`src/nmcc_pkg.sv`:
```
package nmcc_pkg;

   // ****************************************
   // clock and timing
   // ****************************************
   localparam longint CLK_HZ    = 250_000_000;
   localparam longint COARSE_MS = 3000;  // 3 s
   localparam longint WAIT_MS   = 1500;  // 1.5 s
   localparam longint FINE_S    = 1500;  // 1500 s
   localparam longint TICK_HZ   = 200;
   localparam logic [39:0] COARSE_CYC = 40'(COARSE_MS * CLK_HZ / 1000);
   localparam logic [39:0] WAIT_CYC   = 40'(WAIT_MS * CLK_HZ / 1000);
   localparam logic [39:0] FINE_CYC   = 40'(FINE_S * CLK_HZ);
   localparam logic [20:0] TICK_CYC   = 21'(CLK_HZ / TICK_HZ);

   // ****************************************
   // ports, protocols, defaults
   // ****************************************
   localparam int NPORT  = 2;
   localparam int NPROTO = 9;
   localparam logic [3:0] PR_RAWIMU   = 4'h4;
   localparam logic [3:0] PR_RAWDATA  = 4'h6;
   localparam logic [3:0] PR_TEXTLITE = 4'h7;
   localparam logic [3:0] PR_POST     = 4'h8;
   localparam logic [3:0] PR_COUNT    = 4'h9;
   localparam logic [19:0] DEF_BAUD   = 20'h70800;  // 460800 bps
   localparam logic [9:0] DEF_PER_1HZ = 10'h0C8;
   localparam logic [9:0] DEF_PER_PST = 10'h001;
   localparam logic [9:0] MAX_TICKS   = 10'h3E8;
   localparam logic       MODE_GNSS   = 1'b0;
   localparam logic       MODE_INERT  = 1'b1;

   // ****************************************
   // register offsets
   // ****************************************
   localparam logic [7:0] A_CMD    = 8'h00;
   localparam logic [7:0] A_STATUS = 8'h04;
   localparam logic [7:0] A_BAUD0  = 8'h08;
   localparam logic [7:0] A_BAUD1  = 8'h0C;
   localparam logic [7:0] A_EN0    = 8'h10;
   localparam logic [7:0] A_EN1    = 8'h14;
   localparam logic [7:0] A_PSEL   = 8'h18;
   localparam logic [7:0] A_PDATA  = 8'h1C;
   localparam logic [7:0] A_IDENT  = 8'h20;

   // ****************************************
   // types
   // ****************************************
   typedef enum logic [3:0] {
      OP_NONE = 4'h0, OP_MODE_GNSS = 4'h1, OP_MODE_INERT = 4'h2,
      OP_SAVE = 4'h3, OP_SRESET = 4'h4, OP_QUERY = 4'h5, OP_BAUD = 4'h6,
      OP_LOG_ON = 4'h7, OP_LOG_OFF = 4'h8, OP_RAW_ON = 4'h9,
      OP_RAW_OFF = 4'hA, OP_UNLOG = 4'hB
   } nmcc_op_t;

   typedef enum logic [1:0] {
      ST_COARSE = 2'h0, ST_FINE = 2'h1, ST_INERTIAL = 2'h3, ST_INTEG = 2'h2
   } nmcc_state_t;

   typedef struct packed {
      logic [19:0] arg;
      logic [3:0]  proto;
      logic [1:0]  portn;
      logic        spare;
      logic        src;
      nmcc_op_t    op;
   } nmcc_cmd_t;

   typedef struct packed {
      logic                 mode;
      logic [1:0][19:0]     baud;
      logic [1:0][8:0]      en;
      logic [1:0][8:0][9:0] period;
   } nmcc_cfg_t;

   // settings after power-up
   function automatic nmcc_cfg_t def_cfg();
      nmcc_cfg_t c;
      c = '0;
      c.mode = MODE_GNSS;
      c.baud[0] = DEF_BAUD;
      c.baud[1] = DEF_BAUD;
      c.en[0][PR_TEXTLITE] = 1'b1;
      c.period[0][PR_TEXTLITE] = DEF_PER_1HZ;
      c.en[1][PR_POST] = 1'b1;
      c.period[1][PR_POST] = DEF_PER_PST;
      return c;
   endfunction

endpackage

```
`src/nmcc_console.sv`:
```
// Contract
// two modes, GNSS-aided is power-up default
// every command answers ok or error
// save stores config, reloaded at restart
// restart restores last saved config
// commands select each default mode
// coarse alignment lasts 3 s
// aided flow needs valid GNSS to navigate
// inertial coarse alignment 3 s awaiting GNSS
// fine alignment on GNSS or after 1.5 s
// fine alignment 1500 s then inertial navigation
// host keeps module still while coarse
// reset command soft resets, re-sends startup
// two ports, each accepts all commands; the code answers query from the second port with error
// host waits for startup prompt
// query on first port reports configuration
// baud command sets named port rate
// period argument in 200 Hz ticks
// enabling protocol adds to enabled set
// off stops only that protocol
// raw record on-new-sample, off disables
// stop-all clears every protocol on port
// host picks adequate baud rate
// ports default to 460800 bps
// bad command errors, config unchanged
// scheduler emits every N base ticks
//
// Our own choices: the AHB-Lite interface to the registers and the placing of the registers.
`timescale 1ns/100ps
`default_nettype none

module nmcc_console #(
   parameter logic [39:0] COARSE_CYC_P = nmcc_pkg::COARSE_CYC,
   parameter logic [39:0] WAIT_CYC_P   = nmcc_pkg::WAIT_CYC,
   parameter logic [39:0] FINE_CYC_P   = nmcc_pkg::FINE_CYC,
   parameter logic [20:0] TICK_CYC_P   = nmcc_pkg::TICK_CYC,
   parameter logic [31:0] IDENT_P      = 32'h00C0FFEE  // arbitrary value
) (
   // clock, reset, enable
   input  wire logic               clk_in,
   input  wire logic               reset_in,
   input  wire logic               ce_in,
   // ahb-lite slave
   input  wire logic               hsel_in,
   input  wire logic [31:0]        haddr_in,
   input  wire logic [1:0]         htrans_in,
   input  wire logic               hwrite_in,
   input  wire logic [2:0]         hsize_in,
   input  wire logic [31:0]        hwdata_in,
   input  wire logic               hready_in,
   output logic [31:0]             hrdata_out,
   output logic                    hreadyout_out,
   output logic                    hresp_out,
   // navigation side
   input  wire logic               gnss_valid_in,
   input  wire logic               sample_in,
   output logic [1:0]              nav_state_out,
   output logic                    active_mode_out,
   // serial port side
   output logic [1:0][19:0]        baud_out,
   output logic [1:0][8:0]         emit_out,
   // text replies
   output logic                    reply_ok_out,
   output logic                    reply_err_out,
   output logic                    query_out,
   output logic                    startup_info_out
);

   // ****************************************
   // ahb-lite slave
   // ****************************************
   logic                 wr_pend_reg;
   logic [7:0]           addr_reg;
   logic [31:0]          rdata_reg;
   logic [31:0]          rdata_next;
   logic                 acc;
   logic [4:0]           psel_reg;
   nmcc_pkg::nmcc_cfg_t  cfg_reg;
   nmcc_pkg::nmcc_cfg_t  saved_reg;
   nmcc_pkg::nmcc_state_t st_reg;
   nmcc_pkg::nmcc_state_t st_next;
   logic                 mode_reg;
   logic [39:0]          cnt_reg;
   logic                 ok_reg;
   logic                 err_reg;
   logic                 query_reg;
   logic [3:0]           last_op_reg;
   logic                 prompt_reg;
   logic                 boot_reg;
   logic                 startup_reg;

   // zero-wait slave, always okay
   assign hreadyout_out = 1'b1;
   assign hresp_out     = 1'b0;
   assign hrdata_out    = rdata_reg;
   assign acc = ce_in && hsel_in && hready_in && htrans_in[1];

   // read mux for the address phase
   always_comb begin
      rdata_next = 32'h0000_0000;
      if (haddr_in[31:8] == 24'h00_0000) begin
         unique case (haddr_in[7:0])
            nmcc_pkg::A_STATUS: rdata_next = {20'h0_0000, last_op_reg, query_reg,
                                             saved_reg.mode, mode_reg, st_reg,
                                             prompt_reg, err_reg, ok_reg};
            nmcc_pkg::A_BAUD0:  rdata_next = {12'h000, cfg_reg.baud[0]};
            nmcc_pkg::A_BAUD1:  rdata_next = {12'h000, cfg_reg.baud[1]};
            nmcc_pkg::A_EN0:    rdata_next = {23'h00_0000, cfg_reg.en[0]};
            nmcc_pkg::A_EN1:    rdata_next = {23'h00_0000, cfg_reg.en[1]};
            nmcc_pkg::A_PSEL:   rdata_next = {27'h000_0000, psel_reg};
            nmcc_pkg::A_PDATA: begin
               if (psel_reg[3:0] < nmcc_pkg::PR_COUNT) begin
                  rdata_next = {22'h00_0000, cfg_reg.period[psel_reg[4]][psel_reg[3:0]]};
               end
            end
            nmcc_pkg::A_IDENT:  rdata_next = IDENT_P;
            default:            rdata_next = 32'h0000_0000;
         endcase
      end
   end

   // address phase capture, read data registered
   always_ff @(posedge clk_in) begin
      if (reset_in) begin
         wr_pend_reg <= 1'b0;
         addr_reg    <= 8'h00;
         rdata_reg   <= 32'h0000_0000;
      end else if (ce_in) begin
         wr_pend_reg <= acc && hwrite_in && (haddr_in[31:8] == 24'h00_0000);
         addr_reg    <= haddr_in[7:0];
         if (acc && !hwrite_in) begin
            rdata_reg <= rdata_next;
         end
      end
   end

   // period readback selector
   always_ff @(posedge clk_in) begin
      if (reset_in) begin
         psel_reg <= 5'h00;
      end else if (ce_in && wr_pend_reg && addr_reg == nmcc_pkg::A_PSEL) begin
         psel_reg <= hwdata_in[4:0];
      end
   end

   // ****************************************
   // command decode
   // ****************************************
   nmcc_pkg::nmcc_cmd_t cmd;
   logic                go;
   logic                port_ok;
   logic                pi;
   logic                proto_ok;
   logic                onchg;
   logic                cmd_ok;
   logic                sreset;

   assign cmd      = nmcc_pkg::nmcc_cmd_t'(hwdata_in);
   assign go       = ce_in && wr_pend_reg && addr_reg == nmcc_pkg::A_CMD;
   assign port_ok  = cmd.portn == 2'h1 || cmd.portn == 2'h2;
   assign pi       = cmd.portn[1];
   assign proto_ok = cmd.proto < nmcc_pkg::PR_COUNT;
   assign onchg    = cmd.proto == nmcc_pkg::PR_RAWIMU || cmd.proto == nmcc_pkg::PR_RAWDATA;

   // argument checks per opcode
   always_comb begin
      unique case (cmd.op)
         nmcc_pkg::OP_MODE_GNSS,
         nmcc_pkg::OP_MODE_INERT,
         nmcc_pkg::OP_SAVE,
         nmcc_pkg::OP_SRESET:   cmd_ok = 1'b1;
         nmcc_pkg::OP_QUERY:    cmd_ok = !cmd.src;
         nmcc_pkg::OP_BAUD:     cmd_ok = port_ok && cmd.arg != 20'h0_0000;
         nmcc_pkg::OP_LOG_ON:   cmd_ok = port_ok && proto_ok && !onchg
                                         && cmd.arg != 20'h0_0000
                                         && cmd.arg <= {10'h000, nmcc_pkg::MAX_TICKS};
         nmcc_pkg::OP_LOG_OFF:  cmd_ok = port_ok && proto_ok;
         nmcc_pkg::OP_RAW_ON,
         nmcc_pkg::OP_RAW_OFF,
         nmcc_pkg::OP_UNLOG:    cmd_ok = port_ok;
         default:               cmd_ok = 1'b0;
      endcase
   end

   assign sreset = go && cmd_ok && cmd.op == nmcc_pkg::OP_SRESET;

   // ****************************************
   // configuration and saved copy
   // ****************************************
   always_ff @(posedge clk_in) begin
      if (reset_in) begin
         cfg_reg   <= nmcc_pkg::def_cfg();
         saved_reg <= nmcc_pkg::def_cfg();
      end else if (go && cmd_ok) begin
         unique case (cmd.op)
            nmcc_pkg::OP_MODE_GNSS:  cfg_reg.mode <= nmcc_pkg::MODE_GNSS;
            nmcc_pkg::OP_MODE_INERT: cfg_reg.mode <= nmcc_pkg::MODE_INERT;
            nmcc_pkg::OP_SAVE:       saved_reg <= cfg_reg;
            nmcc_pkg::OP_SRESET:     cfg_reg <= saved_reg;
            nmcc_pkg::OP_BAUD:       cfg_reg.baud[pi] <= cmd.arg;
            nmcc_pkg::OP_LOG_ON: begin
               cfg_reg.en[pi][cmd.proto] <= 1'b1;
               cfg_reg.period[pi][cmd.proto] <= cmd.arg[9:0];
            end
            nmcc_pkg::OP_LOG_OFF:    cfg_reg.en[pi][cmd.proto] <= 1'b0;
            nmcc_pkg::OP_RAW_ON:     cfg_reg.en[pi][nmcc_pkg::PR_RAWDATA] <= 1'b1;
            nmcc_pkg::OP_RAW_OFF:    cfg_reg.en[pi][nmcc_pkg::PR_RAWDATA] <= 1'b0;
            nmcc_pkg::OP_UNLOG:      cfg_reg.en[pi] <= 9'h000;
            default:                 cfg_reg <= cfg_reg;
         endcase
      end
   end

   assign baud_out = cfg_reg.baud;

   // ****************************************
   // replies and startup prompt
   // ****************************************
   always_ff @(posedge clk_in) begin
      if (reset_in) begin
         ok_reg      <= 1'b0;
         err_reg     <= 1'b0;
         query_reg   <= 1'b0;
         last_op_reg <= 4'h0;
      end else if (ce_in) begin
         ok_reg    <= go && cmd_ok;
         err_reg   <= go && !cmd_ok;
         query_reg <= go && cmd_ok && cmd.op == nmcc_pkg::OP_QUERY;
         if (go) begin
            last_op_reg <= cmd.op;
         end
      end
   end

   // startup text after power-up and after soft reset
   always_ff @(posedge clk_in) begin
      if (reset_in) begin
         boot_reg    <= 1'b1;
         prompt_reg  <= 1'b0;
         startup_reg <= 1'b0;
      end else if (ce_in) begin
         boot_reg    <= 1'b0;
         startup_reg <= boot_reg || sreset;
         prompt_reg  <= 1'b1;
      end
   end

   assign reply_ok_out     = ok_reg;
   assign reply_err_out    = err_reg;
   assign query_out        = query_reg;
   assign startup_info_out = startup_reg;

   // ****************************************
   // alignment sequencer
   // ****************************************
   always_comb begin
      st_next = st_reg;
      unique case (st_reg)
         nmcc_pkg::ST_COARSE: begin
            if (cnt_reg >= COARSE_CYC_P - 40'h1) begin
               if (gnss_valid_in) begin
                  st_next = (mode_reg == nmcc_pkg::MODE_GNSS) ?
                            nmcc_pkg::ST_INTEG : nmcc_pkg::ST_FINE;
               end else if (mode_reg == nmcc_pkg::MODE_INERT &&
                            cnt_reg >= COARSE_CYC_P + WAIT_CYC_P - 40'h1) begin
                  st_next = nmcc_pkg::ST_FINE;
               end
            end
         end
         nmcc_pkg::ST_FINE: begin
            if (cnt_reg >= FINE_CYC_P - 40'h1) begin
               st_next = nmcc_pkg::ST_INERTIAL;
            end
         end
         nmcc_pkg::ST_INERTIAL,
         nmcc_pkg::ST_INTEG: st_next = st_reg;
      endcase
   end

   // state, time in state, mode of the running flow
   always_ff @(posedge clk_in) begin
      if (reset_in) begin
         st_reg   <= nmcc_pkg::ST_COARSE;
         cnt_reg  <= 40'h00_0000_0000;
         mode_reg <= nmcc_pkg::MODE_GNSS;
      end else if (ce_in) begin
         if (sreset) begin
            st_reg   <= nmcc_pkg::ST_COARSE;
            cnt_reg  <= 40'h00_0000_0000;
            mode_reg <= saved_reg.mode;
         end else begin
            st_reg <= st_next;
            if (st_next != st_reg) begin
               cnt_reg <= 40'h00_0000_0000;
            end else if (cnt_reg != 40'hFF_FFFF_FFFF) begin
               cnt_reg <= cnt_reg + 40'h1;
            end
         end
      end
   end

   assign nav_state_out   = st_reg;
   assign active_mode_out = mode_reg;

   // ****************************************
   // output scheduler
   // ****************************************
   logic [20:0]          tick_cnt_reg;
   logic                 tick;
   logic [1:0][8:0][9:0] per_cnt_reg;
   logic [1:0][8:0]      emit_reg;

   assign tick = tick_cnt_reg >= TICK_CYC_P - 21'h1;

   // 200 hz base tick
   always_ff @(posedge clk_in) begin
      if (reset_in || (ce_in && sreset)) begin
         tick_cnt_reg <= 21'h00_0000;
      end else if (ce_in) begin
         tick_cnt_reg <= tick ? 21'h00_0000 : tick_cnt_reg + 21'h1;
      end
   end

   // per port and protocol emission
   always_ff @(posedge clk_in) begin
      if (reset_in || (ce_in && sreset)) begin
         per_cnt_reg <= '0;
         emit_reg    <= '0;
      end else if (ce_in) begin
         for (int p = 0; p < nmcc_pkg::NPORT; p++) begin
            for (int k = 0; k < nmcc_pkg::NPROTO; k++) begin
               emit_reg[p][k] <= 1'b0;
               if (!cfg_reg.en[p][k]) begin
                  per_cnt_reg[p][k] <= 10'h000;
               end else if (4'(k) == nmcc_pkg::PR_RAWIMU ||
                            4'(k) == nmcc_pkg::PR_RAWDATA) begin
                  emit_reg[p][k] <= sample_in;
               end else if (tick) begin
                  if (per_cnt_reg[p][k] >= cfg_reg.period[p][k] - 10'h1) begin
                     emit_reg[p][k]    <= 1'b1;
                     per_cnt_reg[p][k] <= 10'h000;
                  end else begin
                     per_cnt_reg[p][k] <= per_cnt_reg[p][k] + 10'h1;
                  end
               end
            end
         end
      end
   end

   assign emit_out = emit_reg;
endmodule

`default_nettype wire

```
`config.mk`:
```
export PLATFORM = sky130hd
export DESIGN_NAME = nmcc_console
export DESIGN_NICKNAME = d
export VERILOG_FILES = /design/src/nmcc_pkg.sv /design/src/nmcc_console.sv
export SDC_FILE = /design/constraint.sdc
export NUM_CORES = 2
export LEC_CHECK = 0
export BUFFER_PORTS_ARGS = -buffer_cell sky130_fd_sc_hd__buf_4
export CORE_UTILIZATION = 60
export CTS_CLUSTER_DIAMETER = 40
export CTS_CLUSTER_SIZE = 16
export DETAILED_ROUTE_END_ITERATION = 10
export PLACE_DENSITY = 0.88
export SYNTH_ARGS = -nofsm -noshare
export SYNTH_HDL_FRONTEND = slang
export SYNTH_SLANG_ARGS = --single-unit
```
`constraint.sdc`:
```
create_clock -name clk_in -period 4.3 [get_ports clk_in]
set_input_delay 0 -clock clk_in [delete_from_list [all_inputs] [get_ports clk_in]]
set_output_delay 0 -clock clk_in [all_outputs]
set_load 0.005 [all_outputs]
```
# Word level (Yosys, flattened, before mapping)
# Cells that the tools add are included.
# word_totals
register_bits	756
word_cells	377
out_inout_bits	99
# op_classes
bitwise_logic	8
muxes	127
n_reduce_logical	65
eq_ne	43
order_cmp	27
addsub	30
# ops
operator	n
$mux W10	45
$pmux W180 S2	1
$mux W90	3
$pmux W24 S8	1
$bwmux W180	1
$add A10 B1 Y10 const B	14
$ge A10 B10 Y1	14
$sub A10 B1 Y10 const B	14
$mux W40	3
$pmux W18 S6	1
$demux W90 S1	1
$pmux W40 S2	1
$and A18 B18 Y18	3
$not A18 Y18	3
$mux W1	47
$reduce_and A2 Y1	23
$add A40 B1 Y40 const B	1
$bmux W10 S4	1
$bwmux W40	1
$demux W10 S4	1
$eq A8 B5 Y1 const B	5
$ge A40 B30 Y1 const B	1
$ge A40 B31 Y1 const B	1
$ge A40 B39 Y1 const B	1
46 further kinds	113

# Longest topological paths before layout
# logic_depth
depth_word	11
mapped_depth	14
depth_no_buf	12

# Worst setup path after synthesis
# No wires, ideal clock.
# synth_timing
path_type	register -> register
startpoint	reg cfg_reg[92] (netlist bit)
endpoint	reg per_cnt_reg[92] (netlist bit)
t_arrival_ps	3051
setup_time_ps	61
path_stages_with_launch	14
synth_period_minus_slack_ps	3112
path_buffers	2
path_slack_ps	1188
required_ps	4239
cell_sequence	dfxtp_1 > clkbuf_1 > nor4_1 > nand2b_1 > or3_1 > xor2_1 > ha_1 > a2111o_1 > a31oi_1 > a21oi_1 > or3_1 > clkbuf_1 > nor2_1 > a32o_1
# synth_between
elab_chain_len	5
# synth_lines
item	line_no	source
start, declared	nmcc_console.sv:78	nmcc_pkg::nmcc_cfg_t cfg_reg;
start signal, assigned	nmcc_console.sv:192	cfg_reg <= nmcc_pkg::def_cfg();
start signal, assigned	nmcc_console.sv:199	nmcc_pkg::OP_SRESET: cfg_reg <= saved_reg;
start signal, assigned	nmcc_console.sv:209	default: cfg_reg <= cfg_reg;
$sub A10 B1 Y10	nmcc_console.sv:339	if (per_cnt_reg[p][k] >= cfg_reg.period[p][k] - 10'h1) begin
$ge A10 B10 Y1	nmcc_console.sv:339	
$mux W10	nmcc_console.sv:339	
$mux W10	nmcc_console.sv:338	end else if (tick) begin
$mux W10	nmcc_console.sv:333	if (!cfg_reg.en[p][k]) begin
end signal, assigned by index	nmcc_console.sv:343	per_cnt_reg[p][k] <= per_cnt_reg[p][k] + 10'h1;
end, declared	nmcc_console.sv:310	logic [1:0][8:0][9:0] per_cnt_reg;
# No other way between the ends. The select of a mux whose other input is x is not followed.
# A chain may end at the register's enable or synchronous reset.

# Final worst setup path
# layout_timing
startpoint	in hwdata_in[0]
endpoint	reg cfg_reg, in the netlist baud_out[39]
# layout_between
elab_chain_len	5
word_cells_on_any_way	18
classes_between	eq/ne (11); mux (2); reduce/logical (5)
# layout_lines
item	line_no	source
start, declared	nmcc_console.sv:49	input wire logic [31:0] hwdata_in,
$eq A4 B3 Y1 (tied with other cells)	nmcc_console.sv:167, nmcc_console.sv:195	
$reduce_or A4 Y1 / $reduce_or A3 Y1 (equally long branches)	nmcc_console.sv:167	unique case (cmd.op)
$pmux W1 S6	nmcc_console.sv:167	
$logic_and A1 B1 Y1	nmcc_console.sv:194	end else if (go && cmd_ok) begin
$reduce_and A2 Y1 (no source line)	-	
# Several ways; a longest one is shown, not always the timed one.

==> reports/metrics.cfg <==
[synth]
synthFlopType=dfxtp_1
yosysSeqAreaShare=0.382
ys_async_sr_fraction=0
yosysWarnings=0
synth_area_sq_mm=0.0391
syn_inst=4887
avgSynthCellArea_sq_um=8.00
synth_cell_types=82
synth_seq_cells=745
synth-edff-count=0

[routing]
post-route-drc-count=0
ant_nets=0
wl_um=125000
drt_first_iter_violations=6059
via_count=39100
wl_per_cell_um=21.5
firstDrtPassIters=8
routed_via_density=6.70

[layout]
nets=5138
instances_no_fill=5836
area_growth_pct=14.7
largest_reg_flops=239
design_area_sq_mm=0.0448
layout-drive-gt1-share=0.101

[power_and_ir_drop]
p_leak_nw=16.6
power_per_cell_area_mw_per_mm2=369
finalPower_mw=16.5
ir_drop_v=0.000308

[timing]
final.setup.tns_ns=0
setup_viol=0
hold_viol_final=0
worstMarginPinSlew_ns=1.47
rsz0062_at_grt=no
fmax_mhz=264
period_needed_ns=3.79
skew_ns=0.0432
maxSlewHeadroom=0.0196
fin_crit_sh=0.882
fin_hold_ws_ns=0.0247
finalMaxSlewViolations=0

[clocking]
postCtsSetupBuffers=0
root_buffer=clkbuf_16
post_cts_resized=0
htree_levels=3
numClockSinks=745
cts_buffer_depth=3
numCtsBuffers=104
clk_pin_slew_ns=0.07
postCtsHoldBufs=67
clock_latency_ns=0.71
cts_tree=yes

[outcome]
status=complete, no violations

[critical_path]
crit_type=primary input to register
worstPathArrival_ns=4.32
cp-start-kind=primary input
critPathMaxFanout=40
end_kind=register
crit_required_ns=4.83

[floorplanning]
dieHeight_um=257
ios=176
initial_core_util=0.606
num_rows=93
die_x_um=257
core_area_sq_mm=0.0645
die-area_sq_mm=0.0662

[global_routing]
grt_pass1_vias=36300
globalRoute.totalOverflow=0
track_usage=0.365
grt_pass1_wl_um=196000
antenna_found_initial=7
grt_max_degree=218

[placed_design]
place_congestion=1.01
dp.cells=5573
dp_hpwl_um=76500
placed_cell_area_sq_mm=0.0405
port-buffer-count=158

[run]
maxCapViolations=0

[worst_hold_path]
hold_path.class=primary input to register

[worst paths after layout]
path	startpoint	to	slack, ns	cells after the start
setup / recovery	hwdata_in[0]	baud_out[39]	0.51	11
hold / removal	hwdata_in[8]	cfg_reg[184]	0.02	6
setup reg to reg	wr_pend_reg	baud_out[39]	0.52	8
hold reg to reg	saved_reg[149]	saved_reg[149]	0.45	2
[cell type report]
type                       instances  area [sq um]
clock buffer                     124          2780
inverter                         105           394
clock inverter                    66           876
sequential                       745         14900
antenna                            6          15.0
fill                            4625         19600
multi-input combinational       3628         22200
timing repair buffer             307          2590
tap                              855          1070
[metrics by stage]
stage                      util  setup WS [ns]
after floorplan               -           1.19
after global placement    0.628          0.935
after detailed placement  0.628          0.841
after CTS                 0.695          0.738
after global routing      0.695          0.419
final                     0.695          0.510
[report_power, final]
part,switching [mW],internal [mW],total (mW)
clock,3.57,5.39,8.96
combinational,0.441,0.182,0.623
sequential,0.0253,6.92,6.95
total,4.04,12.5,16.5
[worst max-delay path, stage by stage]
cell	delay, ns
dlygate4sd3_1	0.56
buf_4	0.19
nand2b_1	0.32
or3b_1	0.81
o41ai_1	0.18
a31o_2	0.25
a21oi_1	0.23
a2111oi_4	0.37
buf_4	0.48
nor2_1	0.16
a311oi_1	0.74
[synth_stat cells (27+ instances only)]
cell type    n  area, sq um
dfxtp_1    745        14900
nand2_1    701         2630
a21oi_1    597         2990
nor2_1     455         1710
clkbuf_1   312         1170
a211oi_1   206         1550
ha_1       170         2130
o21ai_0    143          716
nand3_1    135          676
inv_1      102          383
xnor2_1    102          893
nor3_1      97          485
and3_1      93          582
a32o_1      79          791
mux2i_1     62          621
nor3b_1     62          465
nor4_1      62          388
nand4_1     54          338
buf_4       53          398
or3_1       50          313
xor2_1      50          438
o211ai_1    48          360
a22oi_1     46          345
o21a_1      40          300
buf_2       39          195
a21o_1      34          255
a31oi_1     31          194
nand2b_1    28          175
mux4_2      27          608
[layer usage]
| metal | global-route usage | routed length (um) | vias up |
|---|---|---|---|
| li1 | - | - | 17600 |
| met1 | 0.460 | 47300 | 18400 |
| met2 | 0.553 | 54900 | 2456 |
| met3 | 0.0946 | 14300 | 661 |
| met4 | 0.232 | 8840 | 2 |
| met5 | 0 | 11 | - |
[kinds of logic after synthesis]
family / after synthesis / synth area share
compound gates: 1374 / 0.225
xor+xnor: 152 / 0.0341
fa+ha+maj: 170 / 0.0544
buf+inv: 524 / 0.0568
flops: 745 / 0.382
mux: 90 / 0.0317
other cells: 2 / 0.000192
simple gates: 1830 / 0.217
[cell usage in the layout (no fill, tap or decap), types with 18 or more instances in the layout]
cell type	instances
a211oi_1	206
a21o_1	34
a21oi_1	596
a22oi_1	46
a311oi_1	21
a31oi_1	31
a32o_1	79
and2_1	18
and3_1	93
buf_4	230
clkbuf_16	105
dfxtp_1	744
dlygate4sd3_1	67
ha_1	170
inv_1	102
mux2i_1	62
mux4_2	27
nand2_1	700
nand2b_1	28
nand3_1	135
nand4_1	54
nor2_1	453
nor3_1	93
nor3b_1	61
nor4_1	49
o211ai_1	48
o21a_1	40
o21ai_0	143
o22ai_1	18
or3_1	48
or4_1	24
xnor2_1	102
xor2_1	50
Note: power is estimated with default switching activity, not from simulation.
